==> config.mk <==
export PLATFORM = sky130hd
export DESIGN_NAME = aif_top
export DESIGN_NICKNAME = d
export VERILOG_FILES = /design/src/rtl/aif_pkg.sv /design/src/rtl/aif_line.sv /design/src/rtl/aif_top.sv
export SDC_FILE = /design/constraint.sdc
export NUM_CORES = 1
export LEC_CHECK = 0
export BUFFER_PORTS_ARGS = -buffer_cell sky130_fd_sc_hd__clkbuf_2
export CAP_MARGIN = 10
export CORE_MARGIN = 3
export CORE_UTILIZATION = 28
export CTS_BUF_LIST = sky130_fd_sc_hd__clkbuf_8
export CTS_CLUSTER_DIAMETER = 200
export CTS_CLUSTER_SIZE = 10
export DETAILED_ROUTE_END_ITERATION = 7
export PLACE_DENSITY_LB_ADDON = 0.15
export RECOVER_POWER = 100
export SLEW_MARGIN = 20
export SYNTH_ARGS = -nofsm -noshare
export SYNTH_HDL_FRONTEND = slang
export SYNTH_HIERARCHICAL = 1
export SYNTH_SLANG_ARGS = --single-unit
==> constraint.sdc <==
create_clock -name pclk -period 1 [get_ports pclk]
set_input_delay 0.15 -clock pclk [delete_from_list [all_inputs] [get_ports pclk]]
set_output_delay 0.15 -clock pclk [all_outputs]
set_load 0.02 [all_outputs]
==> src/rtl/aif_pkg.sv <==
// Package for the converter interrupt flag block: offsets, layouts, resets.
// Assumes a 32-bit APB register bus with byte addresses.
package aif_pkg;

  // Number of interrupt lines served.
  localparam int AIF_LINES = 4;

  // Register byte offsets.
  localparam logic [7:0] OFS_FLAG = 8'h00;      // Flag status, read only.
  localparam logic [7:0] OFS_CLEAR = 8'h04;     // Flag clear, write one.
  localparam logic [7:0] OFS_OVF = 8'h08;       // Overflow flags.
  localparam logic [7:0] OFS_OVF_CLEAR = 8'h0C; // Overflow clear, write one.
  localparam logic [7:0] OFS_SELECT = 8'h10;    // Continue-mode bits.
  localparam logic [7:0] OFS_IRQ_STAT = 8'h14;  // Sticky events, W1C.
  localparam logic [7:0] OFS_IRQ_MASK = 8'h18;  // Interrupt mask.

  // Reset values.
  localparam logic [31:0] RST_ZERO = 32'h0000_0000;

  // Per-line event word carried from the sequencer.
  typedef struct packed {
    logic [AIF_LINES-1:0] event_hit;
  } aif_evt_s;

  // APB request as seen by the slave.
  typedef struct packed {
    logic psel;
    logic penable;
    logic pwrite;
    logic [7:0] paddr;
    logic [31:0] pwdata;
  } aif_apb_req_s;

endpackage

==> src/rtl/aif_line.sv <==
// One interrupt line: flag, overflow flag and pulse issue logic.
// Assumes events and clears are single-cycle pulses in the pclk domain.
`timescale 1ns/10ps
module aif_line
  import aif_pkg::*;
(
  // Clock and reset.
  input wire logic pclk,
  input wire logic presetn,
  // Controls.
  input wire logic event_in,
  input wire logic flag_clear,
  input wire logic ovf_clear,
  input wire logic continuous_irq_enable,
  // State and output.
  output logic conversion_irq_flag,
  output logic irq_overflow_flag,
  output logic irq_pulse
);

  // An event is issued unless the flag blocks it in single-shot mode.
  logic issue;
  assign issue = event_in && (continuous_irq_enable ||
                              !conversion_irq_flag);

  // Flag: set wins over a clear in the same cycle.
  always_ff @(posedge pclk or negedge presetn) begin
    if (!presetn) begin
      conversion_irq_flag <= 1'b0;
    end else if (event_in) begin
      conversion_irq_flag <= 1'b1;
    end else if (flag_clear) begin
      conversion_irq_flag <= 1'b0;
    end
  end

  // Overflow records an event that met an already set flag.
  always_ff @(posedge pclk or negedge presetn) begin
    if (!presetn) begin
      irq_overflow_flag <= 1'b0;
    end else if (event_in && conversion_irq_flag) begin
      irq_overflow_flag <= 1'b1;
    end else if (ovf_clear) begin
      irq_overflow_flag <= 1'b0;
    end
  end

  // One-cycle interrupt pulse per issued event.
  always_ff @(posedge pclk or negedge presetn) begin
    if (!presetn) begin
      irq_pulse <= 1'b0;
    end else begin
      irq_pulse <= issue;
    end
  end

endmodule // aif_line

==> src/rtl/aif_top.sv <==
// Converter interrupt flag block with APB register access.
// Assumes the sequencer drives one-cycle event pulses synchronous to pclk.
`timescale 1ns/10ps
module aif_top
  import aif_pkg::*;
#(
  parameter int LINES = AIF_LINES
) (
  // Clock and reset.
  input wire logic pclk,
  input wire logic presetn,
  // APB slave.
  input wire logic psel,
  input wire logic penable,
  input wire logic pwrite,
  input wire logic [7:0] paddr,
  input wire logic [31:0] pwdata,
  output logic [31:0] prdata,
  output logic pready,
  output logic pslverr,
  // Sequencer events.
  input wire logic [LINES-1:0] conv_event,
  // Interrupt outputs.
  output logic [LINES-1:0] conversion_irq_line,
  output logic irq
);

  ////////////////////////////////////////////////////////////////////////////
  // Elaboration check.

  // Line count must fit the packed event word that carries the events.
  // The event word is sized by the package, so more lines than it holds
  // would index past its top bit.
  if (LINES < 1 || LINES > AIF_LINES) begin : g_bad_lines
    $error("LINES must be between 1 and the package line count.");
  end

  ////////////////////////////////////////////////////////////////////////////
  // Bus decode.

  // Decide whether an address is a mapped register.
  function automatic logic is_mapped(input logic [7:0] a);
    is_mapped = (a == OFS_FLAG) || (a == OFS_CLEAR) || (a == OFS_OVF) ||
                (a == OFS_OVF_CLEAR) || (a == OFS_SELECT) ||
                (a == OFS_IRQ_STAT) || (a == OFS_IRQ_MASK);
  endfunction

  aif_apb_req_s req; // Bundled request.
  logic access; // Access phase, answered this cycle.
  logic wr; // Write taking effect this edge.
  assign req = '{psel: psel, penable: penable, pwrite: pwrite,
                 paddr: paddr, pwdata: pwdata};
  assign access = req.psel && req.penable;
  assign wr = access && req.pwrite && is_mapped(req.paddr);

  // Write strobes to the one-shot clear registers.
  logic [LINES-1:0] flag_clear; // Write-one clear of flags.
  logic [LINES-1:0] ovf_clear; // Write-one clear of overflow flags.
  assign flag_clear = (wr && req.paddr == OFS_CLEAR) ?
                      req.pwdata[LINES-1:0] : '0;
  assign ovf_clear = (wr && req.paddr == OFS_OVF_CLEAR) ?
                     req.pwdata[LINES-1:0] : '0;

  ////////////////////////////////////////////////////////////////////////////
  // Control registers.

  logic [LINES-1:0] continuous_irq_enable; // Continue-mode bits.
  logic [LINES-1:0] irq_mask; // Interrupt mask.

  // Continue-mode register, steers each line's blocking behaviour.
  always_ff @(posedge pclk or negedge presetn) begin
    if (!presetn) begin
      continuous_irq_enable <= RST_ZERO[LINES-1:0];
    end else if (wr && req.paddr == OFS_SELECT) begin
      continuous_irq_enable <= req.pwdata[LINES-1:0];
    end
  end

  // Mask register, same layout as the sticky status.
  always_ff @(posedge pclk or negedge presetn) begin
    if (!presetn) begin
      irq_mask <= RST_ZERO[LINES-1:0];
    end else if (wr && req.paddr == OFS_IRQ_MASK) begin
      irq_mask <= req.pwdata[LINES-1:0];
    end
  end

  ////////////////////////////////////////////////////////////////////////////
  // Interrupt lines.

  aif_evt_s evt; // Event word from the sequencer.
  logic [LINES-1:0] conversion_irq_flag; // Per-line flags.
  logic [LINES-1:0] irq_overflow_flag; // Per-line overflow flags.
  logic [LINES-1:0] irq_pulse; // Issued interrupt pulses.
  assign evt.event_hit = AIF_LINES'(conv_event);

  // One flag unit per line.
  for (genvar i = 0; i < LINES; i++) begin : g_line
    aif_line u_line (
      .pclk(pclk),
      .presetn(presetn),
      .event_in(evt.event_hit[i]),
      .flag_clear(flag_clear[i]),
      .ovf_clear(ovf_clear[i]),
      .continuous_irq_enable(continuous_irq_enable[i]),
      .conversion_irq_flag(conversion_irq_flag[i]),
      .irq_overflow_flag(irq_overflow_flag[i]),
      .irq_pulse(irq_pulse[i])
    );
  end

  // Issued pulses go straight out of the line flip-flops.
  assign conversion_irq_line = irq_pulse;

  ////////////////////////////////////////////////////////////////////////////
  // Sticky status and combined interrupt.

  logic [LINES-1:0] irq_status; // Sticky issued-interrupt events.

  // Status bits set on each issued pulse; set wins over a write-one clear.
  always_ff @(posedge pclk or negedge presetn) begin
    if (!presetn) begin
      irq_status <= RST_ZERO[LINES-1:0];
    end else begin
      irq_status <= irq_pulse |
        (irq_status & ~((wr && req.paddr == OFS_IRQ_STAT) ?
                        req.pwdata[LINES-1:0] : '0));
    end
  end

  // Level interrupt, registered, high while an unmasked bit is set.
  always_ff @(posedge pclk or negedge presetn) begin
    if (!presetn) begin
      irq <= 1'b0;
    end else begin
      irq <= |(irq_status & irq_mask);
    end
  end

  ////////////////////////////////////////////////////////////////////////////
  // Read path.

  logic [31:0] next_prdata; // Read data for the current address.

  // Read mux; clear registers read as zero.
  always_comb begin
    next_prdata = RST_ZERO;
    case (req.paddr)
      OFS_FLAG: next_prdata[LINES-1:0] = conversion_irq_flag;
      OFS_CLEAR: next_prdata = RST_ZERO;
      OFS_OVF: next_prdata[LINES-1:0] = irq_overflow_flag;
      OFS_SELECT: next_prdata[LINES-1:0] = continuous_irq_enable;
      OFS_IRQ_STAT: next_prdata[LINES-1:0] = irq_status;
      OFS_IRQ_MASK: next_prdata[LINES-1:0] = irq_mask;
      default: next_prdata = RST_ZERO;
    endcase
  end

  // Answer in the setup cycle's next edge: pready high in the access phase.
  always_ff @(posedge pclk or negedge presetn) begin
    if (!presetn) begin
      pready <= 1'b0;
      pslverr <= 1'b0;
      prdata <= RST_ZERO;
    end else if (req.psel && !req.penable) begin
      pready <= 1'b1;
      pslverr <= !is_mapped(req.paddr);
      prdata <= req.pwrite ? RST_ZERO : next_prdata;
    end else begin
      pready <= 1'b0;
      pslverr <= 1'b0;
      prdata <= RST_ZERO;
    end
  end

endmodule // aif_top

==> metrics, run 1 <==
Final Hold Viols=0; Cells after Synth=169; RSZ-0062 raised after global routing=true; compound-cell area share of the yosys netlist=0.1312; MaxCap Viol Count=0; DP Wirelength=3171 um; WL/cell=13.53 um; number of global-route vias before repair=1,334; outcome=finished with violations; routability cong.=0.7441; CP startpoint kind=primary input; CP max stage delay=550 ps; Avg Cell Area, Syn=10.33 um^2; drt drc=0; Arr. time, crit path=1620 ps; Sequential Area=775.7 um^2; Detailed Route WL=4182 um; Crit-path slowest cell=or4b_4; Post-Synth Adder-Cell Area=0; crit-path max FO=4; layout cells sized above 1=0.4487; grt ovf=0; Max Slew Vio Count=0; Initial Util=0.2914; row cnt=28; PwrDens=1182 nW/um^2; Sink Count=31; main combinational cell family by area after synthesis=buffers and inverters; Peak VDD IR=0.3731 mV; root buffer cell=clkbuf_8; delay-heaviest family, CP=simple AND/OR/NAND/NOR gates; n_diodes=0; die width=84.96 um; pin count of the biggest net entering global routing=32; Port Buf Inserts=31; antenna-violating nets left=0; CORE AREA=5991 um^2; cell area after synthesis=1745 um^2; Yosys reg bits=31; Die Ht=84.96 um; Final setup viols=24; HP Class=in2reg; clk slew on worst S/H paths=60 ps; period utilization=1.451; DR pass1 iterations=4; unique cell type count in the Yosys netlist=30; area of the die=7217 um^2; layout overhead on the synthesized area=36.06%; sequential area share after synthesis=0.4444; Worst Path Required=1170 ps; CP Class=in2reg; fmax=0.6893 GHz; DR iter-0 viols=50; clock latency on the worst-skew pair=280 ps; Synth Area in Simple Gates=0.1656; Ports=88; Final nets=282; worst path bufs/invs=1; gr usage total=0.1206; global-route wire length before repair=6665 um; post-layout minimum cycle time=1451 ps; Via Count=1,325; final worst slack=-450.8 ps; post-synthesis mux area share=0.08602; CTS tree=built; routed vias/inst=4.288; XOR/XNOR Fraction of Synth Area=0; multi-input combinational cell area=907.1 um^2; Fill cells=602; violated checks=setup timing; initial antenna violation count=0; CP endpoint kind=flop; Clock Skew=2.853 ps; worst-path cell chain=buf_6, or4b_4, or4_4, mux2_4; CTS H-tree lvls=2; CTS Buf Count=5; Tot Pwr=2.806 mW; Leak=1.221 nW; synthesis warning total=6; setup slack after placement=-798.1 ps; Max Buffers Root-to-Sink=2
timing repair:
action                                 in CTS  in global routing
hold buffers                                1                  0
pin swaps                                  18                  2
resized for setup                          22                 16
setup endpoints to repair                  24                 27
buffers inserted                            0                  3
endpoints found under the hold margin      31                  0
cloned                                      0                  0
final timing paths:
path,from,end,slack (ps),cells after the start
worst min-delay path,conv_event[1],g_line[1].u_line/conversion_irq_flag,80,2
min in group asynchronous,presetn,irq,460,3
worst max-delay path,paddr[0],continuous_irq_enable[1],-450,4
max in group asynchronous,presetn,continuous_irq_enable[3],230,3
worst max register to register,g_line[3].u_line/irq_overflow_flag,prdata[3],-110,3
worst min register to register,g_line[0].u_line/irq_pulse,irq_status[0],460,1
metal layers:
layer  track usage  up-vias  routed length (um)
met4       0.04317        0                  62
met5             0        -                   0
li1              -      647                   -
met3       0.03592        5                 266
met1        0.1458      630                1778
met2        0.2027       43                2075
placed cells by master, fill, tap and decap left out, drive strengths merged:
master / synthesis / final
nor4: 2 / 2
and3b: 8 / 8
clkbuf: 5 / 39
nor2: 2 / 2
a21o: 4 / 4
dlygate4sd3: 0 / 1
nand4bb: 1 / 1
and2: 8 / 8
or4b: 1 / 1
a21boi: 4 / 4
nand2: 10 / 10
mux2: 12 / 12
a22oi: 2 / 2
buf: 30 / 32
conb: 1 / 28
inv: 14 / 15
nand3b: 1 / 1
nand2b: 7 / 7
a32oi: 4 / 4
dfrtp: 31 / 31
a311oi: 1 / 1
nor2b: 1 / 1
or3: 1 / 1
o21ai: 8 / 8
o41ai: 4 / 4
a21oi: 4 / 4
or4: 3 / 3
final cells by class:
class,count,share of cell area
Clock buffer,7,0.04057
Clock inverter,1,0.001581
Inverter,14,0.02213
Multi-Input combinational cell,116,0.3820
Sequential cell,31,0.3267
Tap cell,75,0.03952
Timing Repair Buffer,65,0.1876
Yosys cell counts (all sizes together):
library cell | instances | area, um^2
nor2b | 1 | 6.260
a21o | 4 | 30.03
dfrtp | 31 | 775.7
nor4 | 2 | 12.51
or4b | 1 | 10.01
conb | 1 | 3.750
o21ai | 8 | 40.04
o41ai | 4 | 35.03
a21oi | 4 | 20.02
and2 | 8 | 50.05
nand2b | 7 | 43.79
a311oi | 1 | 8.760
mux2 | 12 | 150.2
clkbuf | 5 | 18.77
or3 | 1 | 6.260
nor2 | 2 | 7.510
a21boi | 4 | 45.04
and3b | 8 | 70.07
buf | 30 | 226.5
a22oi | 2 | 15.01
nand3b | 1 | 7.510
nand2 | 10 | 37.54
or4 | 3 | 26.27
nand4bb | 1 | 11.26
a32oi | 4 | 35.03
inv | 14 | 52.55
kinds of logic (layout without fill, tap and decap cells):
logic type             Yosys count  count (layout)
other                            1              28
buffers and inverters           49              87
muxes                           12              12
AOI/OAI and AO/OA               31              31
and+or+nand+nor                 45              45
DFF                             31              31
report_power, final:
| group | leakage [nW] | internal [mW] | switching (mW) |
|---|---|---|---|
| sequential | 0.375 | 1.28 | 0.0202 |
| combinational | 0.791 | 0.163 | 0.269 |
| clock | 0.0557 | 0.617 | 0.457 |
| total | 1.22 | 2.06 | 0.746 |
flip-flops by register name, indices dropped and copies added, names as in the netlist:
register,count
continuous_irq_enable,4
g_line.u_line/conversion_irq_flag,4
g_line.u_line/irq_overflow_flag,4
g_line.u_line/irq_pulse,4
irq_mask,4
irq_status,4
prdata,4
irq,1
pready,1
pslverr,1
per-stage QoR:
step	instance area, um^2	setup TNS [ps]	util	hold WS [ps]	instances
3_5_place_dp	2111	-16930	0.3523	125.0	297
6_report	2375	-8262	0.3964	77.21	309
5_1_grt	2375	-8803	0.3964	71.68	309
2_1_floorplan	1876	-12740	-	-145.6	196
3_3_place_gp	2111	-17300	0.3523	125.7	297
4_1_cts	2328	-7877	0.3887	69.33	306
(Power assumes the default switching activity.)
==> inputs of run 2 (changes only) <==
--- a/config.mk
+++ b/config.mk
@@ -7,8 +7,10 @@
 export LEC_CHECK = 0
 export BUFFER_PORTS_ARGS = -buffer_cell sky130_fd_sc_hd__clkbuf_2
 export CAP_MARGIN = 10
+export CELL_PAD_IN_SITES_DETAIL_PLACEMENT = 1
+export CELL_PAD_IN_SITES_GLOBAL_PLACEMENT = 2
 export CORE_MARGIN = 3
-export CORE_UTILIZATION = 28
+export CORE_UTILIZATION = 24
 export CTS_BUF_LIST = sky130_fd_sc_hd__clkbuf_8
 export CTS_CLUSTER_DIAMETER = 200
 export CTS_CLUSTER_SIZE = 10
==> run 2 against run 1 <==
Compared with the run above: the run still ends with setup timing left; via count rose by 5.2%; wire length rose by 19%; maximum frequency fell by 0.69%; final cell count rose by 7.4%; hold slack got worse by 11 ps; sequential share of layout area fell by 0.57 points; first-iteration DRC count is 70% lower; global-route usage is 0.54 points higher.
==> metrics, run 2 (same netlist as run 1, synthesis figures left out) <==
RSZ-0062 raised after global routing=true; layout cells sized above 1=0.4576 (+0.008909); Port Buf Inserts=31 (unchanged); CP endpoint=g_line[2].u_line/irq_overflow_flag; Ports=88 (unchanged); Leak=1.231 nW (+0.76%); Clock Skew=6.031 ps (+3.178 ps); row cnt=30 (+7.1%); Final nets=284 (+0.71%); CTS Buf Count=5 (unchanged); fin cells=332 (+7.4%); root buffer cell=clkbuf_8; fmax=0.6845 GHz (-0.69%); Detailed Route WL=4985 um (+19%); die width=91.28 um (+7.4%); period utilization=1.461 (+0.01008); DR pass1 iterations=3 (-1); routability cong.=0.7715 (+3.7%); Final setup viols=24 (unchanged); CP Launch Point=paddr[1]; reg-to-reg setup timing slack=-150 ps (-40 ps); DR iter-0 viols=15 (-70%); CP Class=in2reg; most frequent cells in the layout=dfrtp_1 (31), buf_4 (30), conb_1 (28); Max Buffers Root-to-Sink=2 (unchanged); layout overhead on the synthesized area=38.49%; routed vias/inst=4.199 (-2.1%); CTS H-tree lvls=2 (unchanged); post-layout minimum cycle time=1461 ps (+10.08 ps); DP Wirelength=3780 um (+19%); DP Cell Count=319 (+7.4%); CTS tree=built; pin count of the biggest net entering global routing=32 (unchanged); number of global-route vias before repair=1,553 (+16%); commonest non-fill, non-tap cell in the layout=dfrtp_1; antenna-violating nets left=0 (unchanged); WL/cell=15.02 um (+11%); CP startpoint kind=primary input; Worst Path Required=1170 ps (about the same); MaxCap Viol Count=0 (unchanged); final hold slack=66.55 ps (-10.65 ps); Final TNS setup=-8626 ps (-363.9 ps); CP endpoint kind=flop; area of the die=8332 um^2 (+15%); CORE AREA=6907 um^2 (+15%); FF-to-FF Start=g_line[2].u_line/conversion_irq_flag; initial antenna violation count=0 (unchanged); global-route wire length before repair=8031 um (+20%); Sink Count=31 (unchanged); Reg-to-Reg End=prdata[2]; Arr. time, crit path=1640 ps (+20 ps); drt drc=0 (unchanged); violated checks=setup timing; Peak VDD IR=0.3582 mV (-4.0%); outcome=finished with violations; crit-path max FO=5 (+1); HP Class=in2reg; Final Hold Viols=0 (unchanged); grt ovf=0 (unchanged); clk slew on worst S/H paths=70 ps (about the same); final worst slack=-460.8 ps (-10.08 ps); clock latency on the worst-skew pair=290 ps (about the same); r2r worst-path depth=3 (unchanged); gr usage total=0.1260 (+0.005430); Max Slew Vio Count=0 (unchanged); PwrDens=1187 nW/um^2 (+0.47%); Die Ht=91.28 um (+7.4%); n_diodes=0 (unchanged); Via Count=1,394 (+5.2%); Initial Util=0.2527 (-0.03864)
run 2: how the worst min path moves through the flow:
stage	cells after the start	slack, ps	startpoint	to
after global placement	2	130	presetn	prdata[3]
after detailed placement	2	130	presetn	prdata[0]
after floorplan	0	-150	presetn	continuous_irq_enable[0]
after CTS	2	60	conv_event[3]	g_line[3].u_line/conversion_irq_flag
after global routing	2	70	conv_event[3]	g_line[3].u_line/conversion_irq_flag
final	2	70	conv_event[3]	g_line[3].u_line/conversion_irq_flag
run 2: area by class of cell:
| class | instances | area [um^2] |
|---|---|---|
| Clock buffer | 7 | 96.34 |
| Sequential cell | 31 | 775.7 |
| Clock inverter | 1 | 3.754 |
| Fill cell | 807 | 4489 |
| Multi-Input combinational cell | 116 | 912.1 |
| Tap cell | 96 | 120.1 |
| Inverter | 14 | 52.55 |
| Timing Repair Buffer | 67 | 456.7 |
run 2: metrics by stage:
| step | utilization | setup WS [ps] | power (mW) | area (um^2) |
|---|---|---|---|---|
| global placement | 0.3105 | -810.0 | 1.723 | 2145 |
| global route | 0.3500 | -488.2 | 3.009 | 2417 |
| CTS | 0.3313 | -456.3 | 2.872 | 2288 |
| finish | 0.3500 | -460.8 | 2.870 | 2417 |
| floorplan | - | -820.5 | 1.602 | 1876 |
| detailed placement | 0.3105 | -831.9 | 1.731 | 2145 |
run 2: report_power, final:
part	internal (mW)	switching (mW)	total (mW)
logic	0.174	0.284	0.457
clock network	0.618	0.496	1.11
registers	1.28	0.0194	1.30
total	2.07	0.799	2.87
run 2: timing repair:
item | 4_1_cts | 5_1_grt
pin swaps | 2 | 13
endpoints found under the setup margin | 24 | 28
hold buffers | 1 | 0
gates resized for setup | 5 | 31
endpoints found under the hold margin | 31 | 0
buffers inserted | 0 | 4
run 2: per-layer routing:
layer,track usage,vias to the layer above,part of all wire
li1,-,650,-
met1,0.1555,688,0.44
met2,0.2109,48,0.49
met3,0.03314,8,0.052
met4,0.04523,0,0.018
met5,0,-,0
run 2: critical path: stages:
cell,delay (ps)
buf_6,90
or4b_4,580
buf_6,150
nor4_4,290
buf_4,190
and2_4,140
o21ai_2,50
